<file path="src/hw/rpc_pkg.sv">
// Package with reset pin and clock source selection constants
package rpc_pkg;
   // Core clock period in picoseconds
   localparam int unsigned CLK_PERIOD_PS = 5000;
   // Power-on pulse after supplies are stable, microseconds
   localparam int unsigned POR_PULSE_US = 100;
   localparam int unsigned POR_PULSE_CYC =
      (POR_PULSE_US * 1000000) / CLK_PERIOD_PS;
   // Watchdog pulse in main reference clock cycles
   localparam int unsigned WD_PULSE_OSC = 512;
   // Least external warm reset, nanoseconds
   localparam int unsigned WARM_MIN_NS = 3200;
   localparam int unsigned WARM_MIN_CYC =
      (WARM_MIN_NS * 1000 + CLK_PERIOD_PS - 1) / CLK_PERIOD_PS;
   // Boot pin hold, microseconds
   localparam int unsigned BOOT_HOLD_US = 1500;
   localparam int unsigned BOOT_HOLD_CYC =
      (BOOT_HOLD_US * 1000000) / CLK_PERIOD_PS;
   localparam int unsigned CNT_W = 20;
   localparam int unsigned DIV_KNEE = 16;

   // Reference clock source codes
   typedef enum logic [1:0] {
      RPC_SRC_OSC_TWO = 2'h0,
      RPC_SRC_XTAL = 2'h1,
      RPC_SRC_OSC_ONE = 2'h2,
      RPC_SRC_AUX_IN = 2'h3
   } rpc_src_t;
   localparam rpc_src_t MAIN_SEL_RST = RPC_SRC_OSC_TWO;
   localparam rpc_src_t AUX_SEL_RST = RPC_SRC_OSC_TWO;
   localparam rpc_src_t WD_SEL_RST = RPC_SRC_OSC_ONE;
   localparam rpc_src_t TMR_SEL_RST = RPC_SRC_OSC_ONE;

   typedef enum logic [3:0] {
      RPC_ST_POR = 4'h1,
      RPC_ST_DRIVE = 4'h2,
      RPC_ST_RUN = 4'h4,
      RPC_ST_BOOT = 4'h8
   } rpc_state_t;
endpackage : rpc_pkg

</file>
<file path="src/hw/rpc_reset_clock_ctrl.sv">
// Reset pin control and reference clock source selection
`timescale 1ns/1ps
`default_nettype none

// How it works
// RL1: Reset pin is an input and an open-drain output pulling low.
// RL2: During power-up the pin is held driven low.
// RL3: After supplies stable keep pin low 100 us, then release.
// RL4: Watchdog and NMI watchdog resets also drive the pin low.
// RL5: Watchdog pulse lasts 512 main reference clock cycles.
// RL6: An outside circuit may pull the pin low to reset.
// RL7: Outside warm reset must stay low at least 3.2 us.
// RL8: With low power and divider above 16, minimum scales by divider/16.
// RL9: Boot pins must be held stable 1.5 ms after any reset.
// RL10: Sources: pin, watchdog, NMI watchdog, system, secure copy, hibernate.
// RL11: Secure copy and debugger resets do not pull the pin low.
// RL12: Boot pin drivers should stop on the pin's low level.
// RL13: Others should not drive boot pins actively.
// RL14: After any reset boot mode pins are sampled for branching.
// RL15: Internal oscillator one may clock watchdog and timer two.
// RL16: Crystal source may feed main PLL, aux PLL and timer two.
// RL17: Aux clock input may feed only aux PLL and timer two.
// RL18: Both PLL reference selects default to internal oscillator two.
// RL19: Pin stays low while any driving source is active, longest first.
module rpc_reset_clock_ctrl
   import rpc_pkg::*;
(
   input wire logic core_clk_i,
   input wire logic rst_b_i,
   input wire logic supplies_stable_i,
   input wire logic device_reset_pin_n_i,
   output logic device_reset_pin_n_o,
   output logic device_reset_pin_oe_o,
   input wire logic watchdog_reset_i,
   input wire logic nmi_watchdog_reset_i,
   input wire logic system_reset_i,
   input wire logic secure_copy_reset_i,
   input wire logic hibernate_reset_i,
   input wire logic debugger_reset_i,
   input wire logic main_reference_clock_tick_i,
   input wire logic low_power_used_i,
   input wire logic [7:0] system_clock_divider_i,
   input wire logic [3:0] boot_mode_pins_i,
   input wire logic [1:0] main_sel_i,
   input wire logic [1:0] aux_sel_i,
   input wire logic [1:0] wd_sel_i,
   input wire logic [1:0] tmr_sel_i,
   input wire logic sel_we_i,
   output logic core_reset_n_o,
   output logic [3:0] boot_mode_o,
   output logic boot_valid_o,
   output logic warm_short_o,
   output logic [1:0] main_reference_clock_sel_o,
   output logic [1:0] aux_reference_clock_sel_o,
   output logic [1:0] wd_clock_sel_o,
   output logic [1:0] tmr_clock_sel_o
);
   // ****************************************
   // Reset pin driver
   // ****************************************
   rpc_state_t state_r;
   logic [CNT_W-1:0] por_cnt_r;
   logic [9:0] wd_cnt_r;
   logic wd_req;
   logic pin_low_nxt;
   logic [CNT_W-1:0] boot_cnt_r;
   logic [CNT_W-1:0] ext_cnt_r;
   logic [CNT_W-1:0] ext_min;
   logic any_reset;

   assign wd_req = watchdog_reset_i | nmi_watchdog_reset_i; // see RL4

   always_ff @(posedge core_clk_i or negedge rst_b_i) begin
      if (!rst_b_i) begin
         state_r <= RPC_ST_POR;
         por_cnt_r <= '0;
      end else begin
         case (state_r)
            RPC_ST_POR: begin
               // Hold low until supplies settle
               if (supplies_stable_i) begin // see RL2
                  state_r <= RPC_ST_DRIVE;
               end
            end
            RPC_ST_DRIVE: begin
               if (por_cnt_r == CNT_W'(POR_PULSE_CYC - 1)) begin // see RL3
                  state_r <= RPC_ST_RUN;
               end
               por_cnt_r <= por_cnt_r + 1'b1;
            end
            RPC_ST_RUN: begin
               if (!supplies_stable_i) begin
                  state_r <= RPC_ST_POR;
                  por_cnt_r <= '0;
               end
            end
            default: begin
               state_r <= RPC_ST_POR;
            end
         endcase
      end
   end

   // Watchdog pulse counts main reference clock ticks, not core cycles
   always_ff @(posedge core_clk_i or negedge rst_b_i) begin
      if (!rst_b_i) begin
         wd_cnt_r <= '0;
      end else if (wd_req) begin
         wd_cnt_r <= 10'(WD_PULSE_OSC); // see RL5
      end else if (wd_cnt_r != '0 && main_reference_clock_tick_i) begin
         wd_cnt_r <= wd_cnt_r - 1'b1;
      end
   end

   // Secure copy and debugger resets never reach the pin
   assign pin_low_nxt = (state_r != RPC_ST_RUN) | wd_req
      | (wd_cnt_r != '0); // see RL11 RL19

   always_ff @(posedge core_clk_i or negedge rst_b_i) begin
      if (!rst_b_i) begin
         device_reset_pin_oe_o <= 1'b1;
      end else begin
         device_reset_pin_oe_o <= pin_low_nxt; // see RL1
      end
   end
   assign device_reset_pin_n_o = 1'b0;

   // ****************************************
   // Reset source collection and boot sampling
   // ****************************************
   assign any_reset = !device_reset_pin_n_i | wd_req | system_reset_i
      | secure_copy_reset_i | hibernate_reset_i
      | debugger_reset_i; // see RL10 RL6

   always_ff @(posedge core_clk_i or negedge rst_b_i) begin
      if (!rst_b_i) begin
         core_reset_n_o <= 1'b0;
      end else begin
         core_reset_n_o <= !(any_reset | pin_low_nxt);
      end
   end

   // Boot pins sampled at the end of the hold window after reset
   always_ff @(posedge core_clk_i or negedge rst_b_i) begin
      if (!rst_b_i) begin
         boot_cnt_r <= '0;
         boot_valid_o <= 1'b0;
         boot_mode_o <= 4'h0;
      end else if (any_reset | pin_low_nxt) begin
         boot_cnt_r <= '0;
         boot_valid_o <= 1'b0;
      end else if (boot_cnt_r != CNT_W'(BOOT_HOLD_CYC)) begin // see RL9
         boot_cnt_r <= boot_cnt_r + 1'b1;
      end else if (!boot_valid_o) begin
         boot_mode_o <= boot_mode_pins_i; // see RL14
         boot_valid_o <= 1'b1;
      end
   end

   // Flags an outside warm reset shorter than the least width
   assign ext_min = (low_power_used_i
      && system_clock_divider_i > 8'(DIV_KNEE))
      ? CNT_W'((WARM_MIN_CYC * system_clock_divider_i) / DIV_KNEE)
      : CNT_W'(WARM_MIN_CYC); // see RL7 RL8

   always_ff @(posedge core_clk_i or negedge rst_b_i) begin
      if (!rst_b_i) begin
         ext_cnt_r <= '0;
         warm_short_o <= 1'b0;
      end else if (!device_reset_pin_n_i && !device_reset_pin_oe_o) begin
         if (ext_cnt_r != {CNT_W{1'b1}}) begin
            ext_cnt_r <= ext_cnt_r + 1'b1;
         end
      end else begin
         if (ext_cnt_r != '0 && ext_cnt_r < ext_min) begin
            warm_short_o <= 1'b1;
         end
         ext_cnt_r <= '0;
      end
   end

   // ****************************************
   // Reference clock source selection
   // ****************************************
   // Illegal pairings are refused and the old choice kept
   always_ff @(posedge core_clk_i or negedge rst_b_i) begin
      if (!rst_b_i) begin
         main_reference_clock_sel_o <= MAIN_SEL_RST; // see RL18
         aux_reference_clock_sel_o <= AUX_SEL_RST; // see RL18
         wd_clock_sel_o <= WD_SEL_RST;
         tmr_clock_sel_o <= TMR_SEL_RST;
      end else if (sel_we_i) begin
         if (main_sel_i == RPC_SRC_OSC_TWO || main_sel_i == RPC_SRC_XTAL) begin
            main_reference_clock_sel_o <= main_sel_i; // see RL16
         end
         if (aux_sel_i != RPC_SRC_OSC_ONE) begin
            aux_reference_clock_sel_o <= aux_sel_i; // see RL17
         end
         if (wd_sel_i == RPC_SRC_OSC_ONE) begin
            wd_clock_sel_o <= wd_sel_i; // see RL15
         end
         tmr_clock_sel_o <= tmr_sel_i;
      end
   end
endmodule : rpc_reset_clock_ctrl
`default_nettype wire

</file>
<file path="config.mk">
export PLATFORM = sky130hd
export DESIGN_NAME = rpc_reset_clock_ctrl
export DESIGN_NICKNAME = d
export VERILOG_FILES = /design/src/hw/rpc_pkg.sv /design/src/hw/rpc_reset_clock_ctrl.sv
export SDC_FILE = /design/constraint.sdc
export NUM_CORES = 1
export LEC_CHECK = 0
export BUFFER_PORTS_ARGS = -buffer_cell sky130_fd_sc_hd__buf_4
export CORE_AREA = 4 4 104 106
export DETAILED_ROUTE_END_ITERATION = 16
export DIE_AREA = 0 0 108 110
export PLACE_DENSITY = 0.72
export SYNTH_ARGS = -nofsm -noshare
export SYNTH_HDL_FRONTEND = slang
export SYNTH_SLANG_ARGS = --single-unit
</file>
<file path="constraint.sdc">
create_clock -name core_clk_i -period 2.42 [get_ports core_clk_i]
set_clock_uncertainty 0.05 [all_clocks]
set_input_delay 0.484 -clock core_clk_i [delete_from_list [all_inputs] [get_ports core_clk_i]]
set_output_delay 0.484 -clock core_clk_i [all_outputs]
set_load 0.1 [all_outputs]
</file>
==> impl_summary.md <==
Finish
The area growth from synthesis to layout is 17.9%. In the final layout, the multi-input gates occupy 0.00287 sq mm. The final net count is 681.

Summing all flip-flop and latch instances after layout gives 0.00223 sq mm. The share of final-layout standard cells stronger than drive strength 1 is 20.2%. The diode insertion count for antenna repair is 0. The utilization after layout is 62.5%. The layout has between 800 and 900 filler cells.

Logic synthesis
Synthesis produced a netlist whose cell count is 556. The netlist uses 64 different library cells. The per-instance average area after synthesis is 9.33 sq um. The most instantiated flip-flop cell in the synthesis netlist is sky130_fd_sc_hd__dfrtp_1. Counting flops with a built-in enable in the synthesized netlist gives 0.

After synthesis the cells add up to between 0.005 and 0.006 sq mm. The share of async-settable or async-resettable flops after synthesis is 100%. The Yosys warning count is 0. The number of nets handed over by synthesis was a little over 600. Sequential cells were found to cover 43.0% of the synthesized design area. The flop and latch count out of synthesis is 89.

Drt
Before antenna repair, the detailed router went through 5 iterations. The DRC violations left is 0. The post-detailed-routing wire length is 10900 um.

The number of vias per cell is 5.48. The number of violations reported at the end of detailed-routing iteration 0 is 197. The routed length per placed instance is 14.4 um. The residual antenna-violating net count after detailed routing is 0. The final route contains 4145 vias.

Power and ir drop
The worst IR drop on VDD is around 320 uV. The static leakage is roughly 0.0027 uW. The part of the total power dissipated in combinational logic is 17.7%. The clock network power share is 33.0%. The switching share of power is between 20% and 30%. The sequential cell fraction of total power is 49.4%. The switching power is 966 uW. The total power density per cell area is 536 mW/mm^2. The internal power is 2310 uW. The design draws around 3300 uW.

Timing
The post-route setup TNS is -0.127 ns. Once routing completed, OpenROAD measured the worst setup slack at -0.127 ns. The max-slew violation total from the final report is 0.

Setup repair after global routing could not meet its margin everywhere. Headroom to the max-slew limit came out at 42.7%. The top achievable clock speed is 0.393 GHz. The post-route worst hold slack is 0.0709 ns. After layout, the minimum clock period comes to 2.55 ns. The slew at the pin closest to its max-slew limit is 0.856 ns. Setup violations remaining at the end of the flow were counted as 1. The final worst-path cycle share is 105%. The count of endpoints failing hold in the final timing report is 0.

Placed design
The final weighted congestion in routability-driven placement is 0.844. The post-detailed-placement half-perimeter wirelength is 8000 um. The total of buffers placed on input and output ports is 48. OpenSTA, run right after detailed placement, puts the worst setup slack at -0.585 ns.

Clocking
In this run, post-CTS hold repair placed 0 buffers. No sink is reached through more buffers than the 2 on the longest clock path. The H-tree was split into 3 levels. The clock network latency to the later pin of the worst-skew pair is 0.36 ns. The root buffer cell is sky130_fd_sc_hd__clkbuf_8.

The sink count of the clock tree is 89. After clock tree synthesis, the clock-pin slew on the worst setup and hold paths is roughly 0.090 ns. The number of clock buffers added by TritonCTS is 9. The clock tree from TritonCTS is yes.

Global routing
Entering global routing, the biggest net connects 48 pins. The initial antenna violation count is 0. The global-route usage over all layers is 19.4%. Global routing finished with a remaining overflow of 0. The number of global-route vias before repair is slightly above 4000. The first global-routing pass estimated 18800 um of wire.

Die
The total area inside the core boundary comes to 0.00977 sq mm. The floorplan step defined a die boundary enclosing 0.0119 sq mm. The cell row count is 36. 50 I/O pins were placed. The floorplan step set the die width to 108 um. The effective utilization at floorplan is 53.1%. The die span in y is 110 um.

Critical path
The worst endpoint required time is 2.61 ns. For the worst flop-to-flop path, the logic depth is 6. Tracing the worst setup path back leads to its startpoint at system_clock_divider_i[3]. The largest incremental delay on the critical path is 0.39 ns. The master of the slowest instance on the critical path is sky130_fd_sc_hd__fa_2. The reg2reg setup slack is 0.34 ns. Of all nets on the critical path, the largest fanout is 3.

Walking the worst path, the cells encountered are buf_8 -> ha_4 -> ha_4 -> inv_2 -> fa_2 -> nor2b_2 -> nor3_2 -> o21bai_1 -> a21oi_2 -> mux2i_1 -> ha_1 -> nand2_1 -> nor3_2 -> o31ai_1 -> a41o_1. The worst setup path is launched from an input port. The critical path depth in cells is 15. The critical path contains buffers and inverters numbering 2 combined. The kind of cell with the highest combined delay along the critical path is adder cells. The destination of the critical timing path is warm_short_o. The worst register-to-register path begins at ext_cnt_r[0]. The worst register-to-register path ends at ext_cnt_r[19]. For the worst setup path, the data arrival time is around 2.7 ns.

The type of destination of the critical path is a flop. The worst setup path is of the in -> reg kind.

Min path
The path type of the worst min-delay path is in -> async.

Outcome
The final reports fail on setup timing. The flow ran to the end, but the final reports show violations.

Run
The reported max-cap violation count is 0.
## kinds of logic (layout without fill, tap and decap cells)
| family | Yosys count | in the layout | share of synthesized area (%) |
|---|---|---|---|
| buf+inv | 40 | 108 | 3.43 |
| simple gates | 259 | 259 | 25.7 |
| compound gates | 75 | 75 | 9.53 |
| other cells | 1 | 1 | 0.0723 |
| fa+ha+maj | 29 | 29 | 7.14 |
| xor+xnor | 52 | 52 | 8.78 |
| flops | 89 | 89 | 43.0 |
| mux | 11 | 11 | 2.29 |
## sequential cells by signal (all words and copies together) (netlist names), 2 cells and up
signal	count
wd_cnt_r	10
boot_mode_o	4
state_r	3
main_reference_clock_sel_o	2
tmr_clock_sel_o	2
ext_cnt_r	20
por_cnt_r	20
aux_reference_clock_sel_o	2
wd_clock_sel_o	2
boot_cnt_r	20
## stage by stage
step | std cells | area [sq um]
4_1_cts | 756 | 6100
3_3_place_gp | 738 | 5820
5_1_grt | 757 | 6110
3_5_place_dp | 738 | 5820
2_1_floorplan | 556 | 5230
6_report | 757 | 6110
## power groups by stage
stage	combinational [uW]	clock [uW]	sequential, uW
after floorplan	329	0	1680
after global placement	539	0	1640
after detailed placement	559	0	1650
after CTS	578	1110	1620
after global routing	644	1170	1630
final	580	1080	1620
## routing by layer
metal	wire [um]	part of all wire [%]	up-vias	global-route usage (%)
met3	404	3.7	11	3.20
li1	-	-	2075	-
met1	4990	46	1981	25.4
met4	86	0.79	0	5.77
met2	5410	50	78	33.5
met5	0	0	-	0
## worst reg2reg max path, stage by stage (launching register included)
cell                       delay, ns
sky130_fd_sc_hd__dfrtp_1        0.44
sky130_fd_sc_hd__ha_1           0.25
sky130_fd_sc_hd__nand3_1        0.15
sky130_fd_sc_hd__or3_1          0.31
sky130_fd_sc_hd__o211ai_4       0.16
sky130_fd_sc_hd__or4_1          0.48
sky130_fd_sc_hd__a21oi_1        0.16
## layout by cell type (no fill, tap or decap), types with 5 or more instances in the layout
cell type,instances
sky130_fd_sc_hd__dfrtp_1,85
sky130_fd_sc_hd__nor2_1,80
sky130_fd_sc_hd__buf_4,67
sky130_fd_sc_hd__nand2_1,45
sky130_fd_sc_hd__xnor2_1,30
sky130_fd_sc_hd__a21oi_1,25
sky130_fd_sc_hd__nand3_1,24
sky130_fd_sc_hd__xor2_1,22
sky130_fd_sc_hd__ha_1,22
sky130_fd_sc_hd__inv_1,21
sky130_fd_sc_hd__nand4_1,18
sky130_fd_sc_hd__nor3_1,17
sky130_fd_sc_hd__nor4_1,12
sky130_fd_sc_hd__and3_1,11
sky130_fd_sc_hd__o21ai_0,10
sky130_fd_sc_hd__and2_1,10
sky130_fd_sc_hd__clkbuf_8,10
sky130_fd_sc_hd__or3_1,7
sky130_fd_sc_hd__mux2_2,7
sky130_fd_sc_hd__nor2b_1,5
sky130_fd_sc_hd__a211oi_1,5
sky130_fd_sc_hd__ha_4,5
## worst min-delay path by stage
| stage | cells after the start | end | slack [ns] | start |
|---|---|---|---|---|
| final | 1 | ext_cnt_r[3] | 0.07 | rst_b_i |
| after global routing | 1 | ext_cnt_r[3] | 0.10 | rst_b_i |
| after CTS | 1 | ext_cnt_r[3] | 0.10 | rst_b_i |
| after detailed placement | 1 | main_reference_clock_sel_o[1] | 0.43 | main_reference_clock_sel_o[1] |
| after global placement | 1 | main_reference_clock_sel_o[1] | 0.42 | main_reference_clock_sel_o[1] |
| after floorplan | 0 | aux_reference_clock_sel_o[0] | 0.14 | rst_b_i |
## cells in the mapped netlist (all sizes together), types with 4 or more instances
master,n,share of area [%]
nand3,24,2.3
ha,28,6.8
nor4,12,1.4
xor2,22,3.7
nor2b,6,0.72
or2,5,0.60
nor3,19,1.8
mux2,7,1.5
clkbuf,7,0.51
o31ai,4,0.58
nor2,81,5.9
dfstp,4,2.0
xnor2,30,5.1
a21oi,28,2.8
dfrtp,85,41
nand4,19,2.6
nand2,45,3.3
o211ai,5,0.99
o21ai,13,1.3
and2,10,1.2
inv,22,1.6
mux2i,4,0.77
and3,11,1.3
or3,7,0.84
a211oi,6,0.87
buf,11,1.3
## final cells by class
class / count / share of cell area (%)
sequential: 89 / 36.5
inverter: 22 / 1.35
clock buffer: 10 / 2.25
multi-input combinational: 427 / 46.9
timing repair buffer: 70 / 9.05
clock inverter: 6 / 1.19
tap: 133 / 2.72
## what timing repair did
| action | in CTS | in global routing |
|---|---|---|
| endpoints found under the setup margin | 1 | 1 |
| resized for setup | 10 | 4 |
| pin swaps | 9 | 6 |
| buffers inserted | 2 | 1 |
Note: power is estimated with default switching activity, not from simulation.
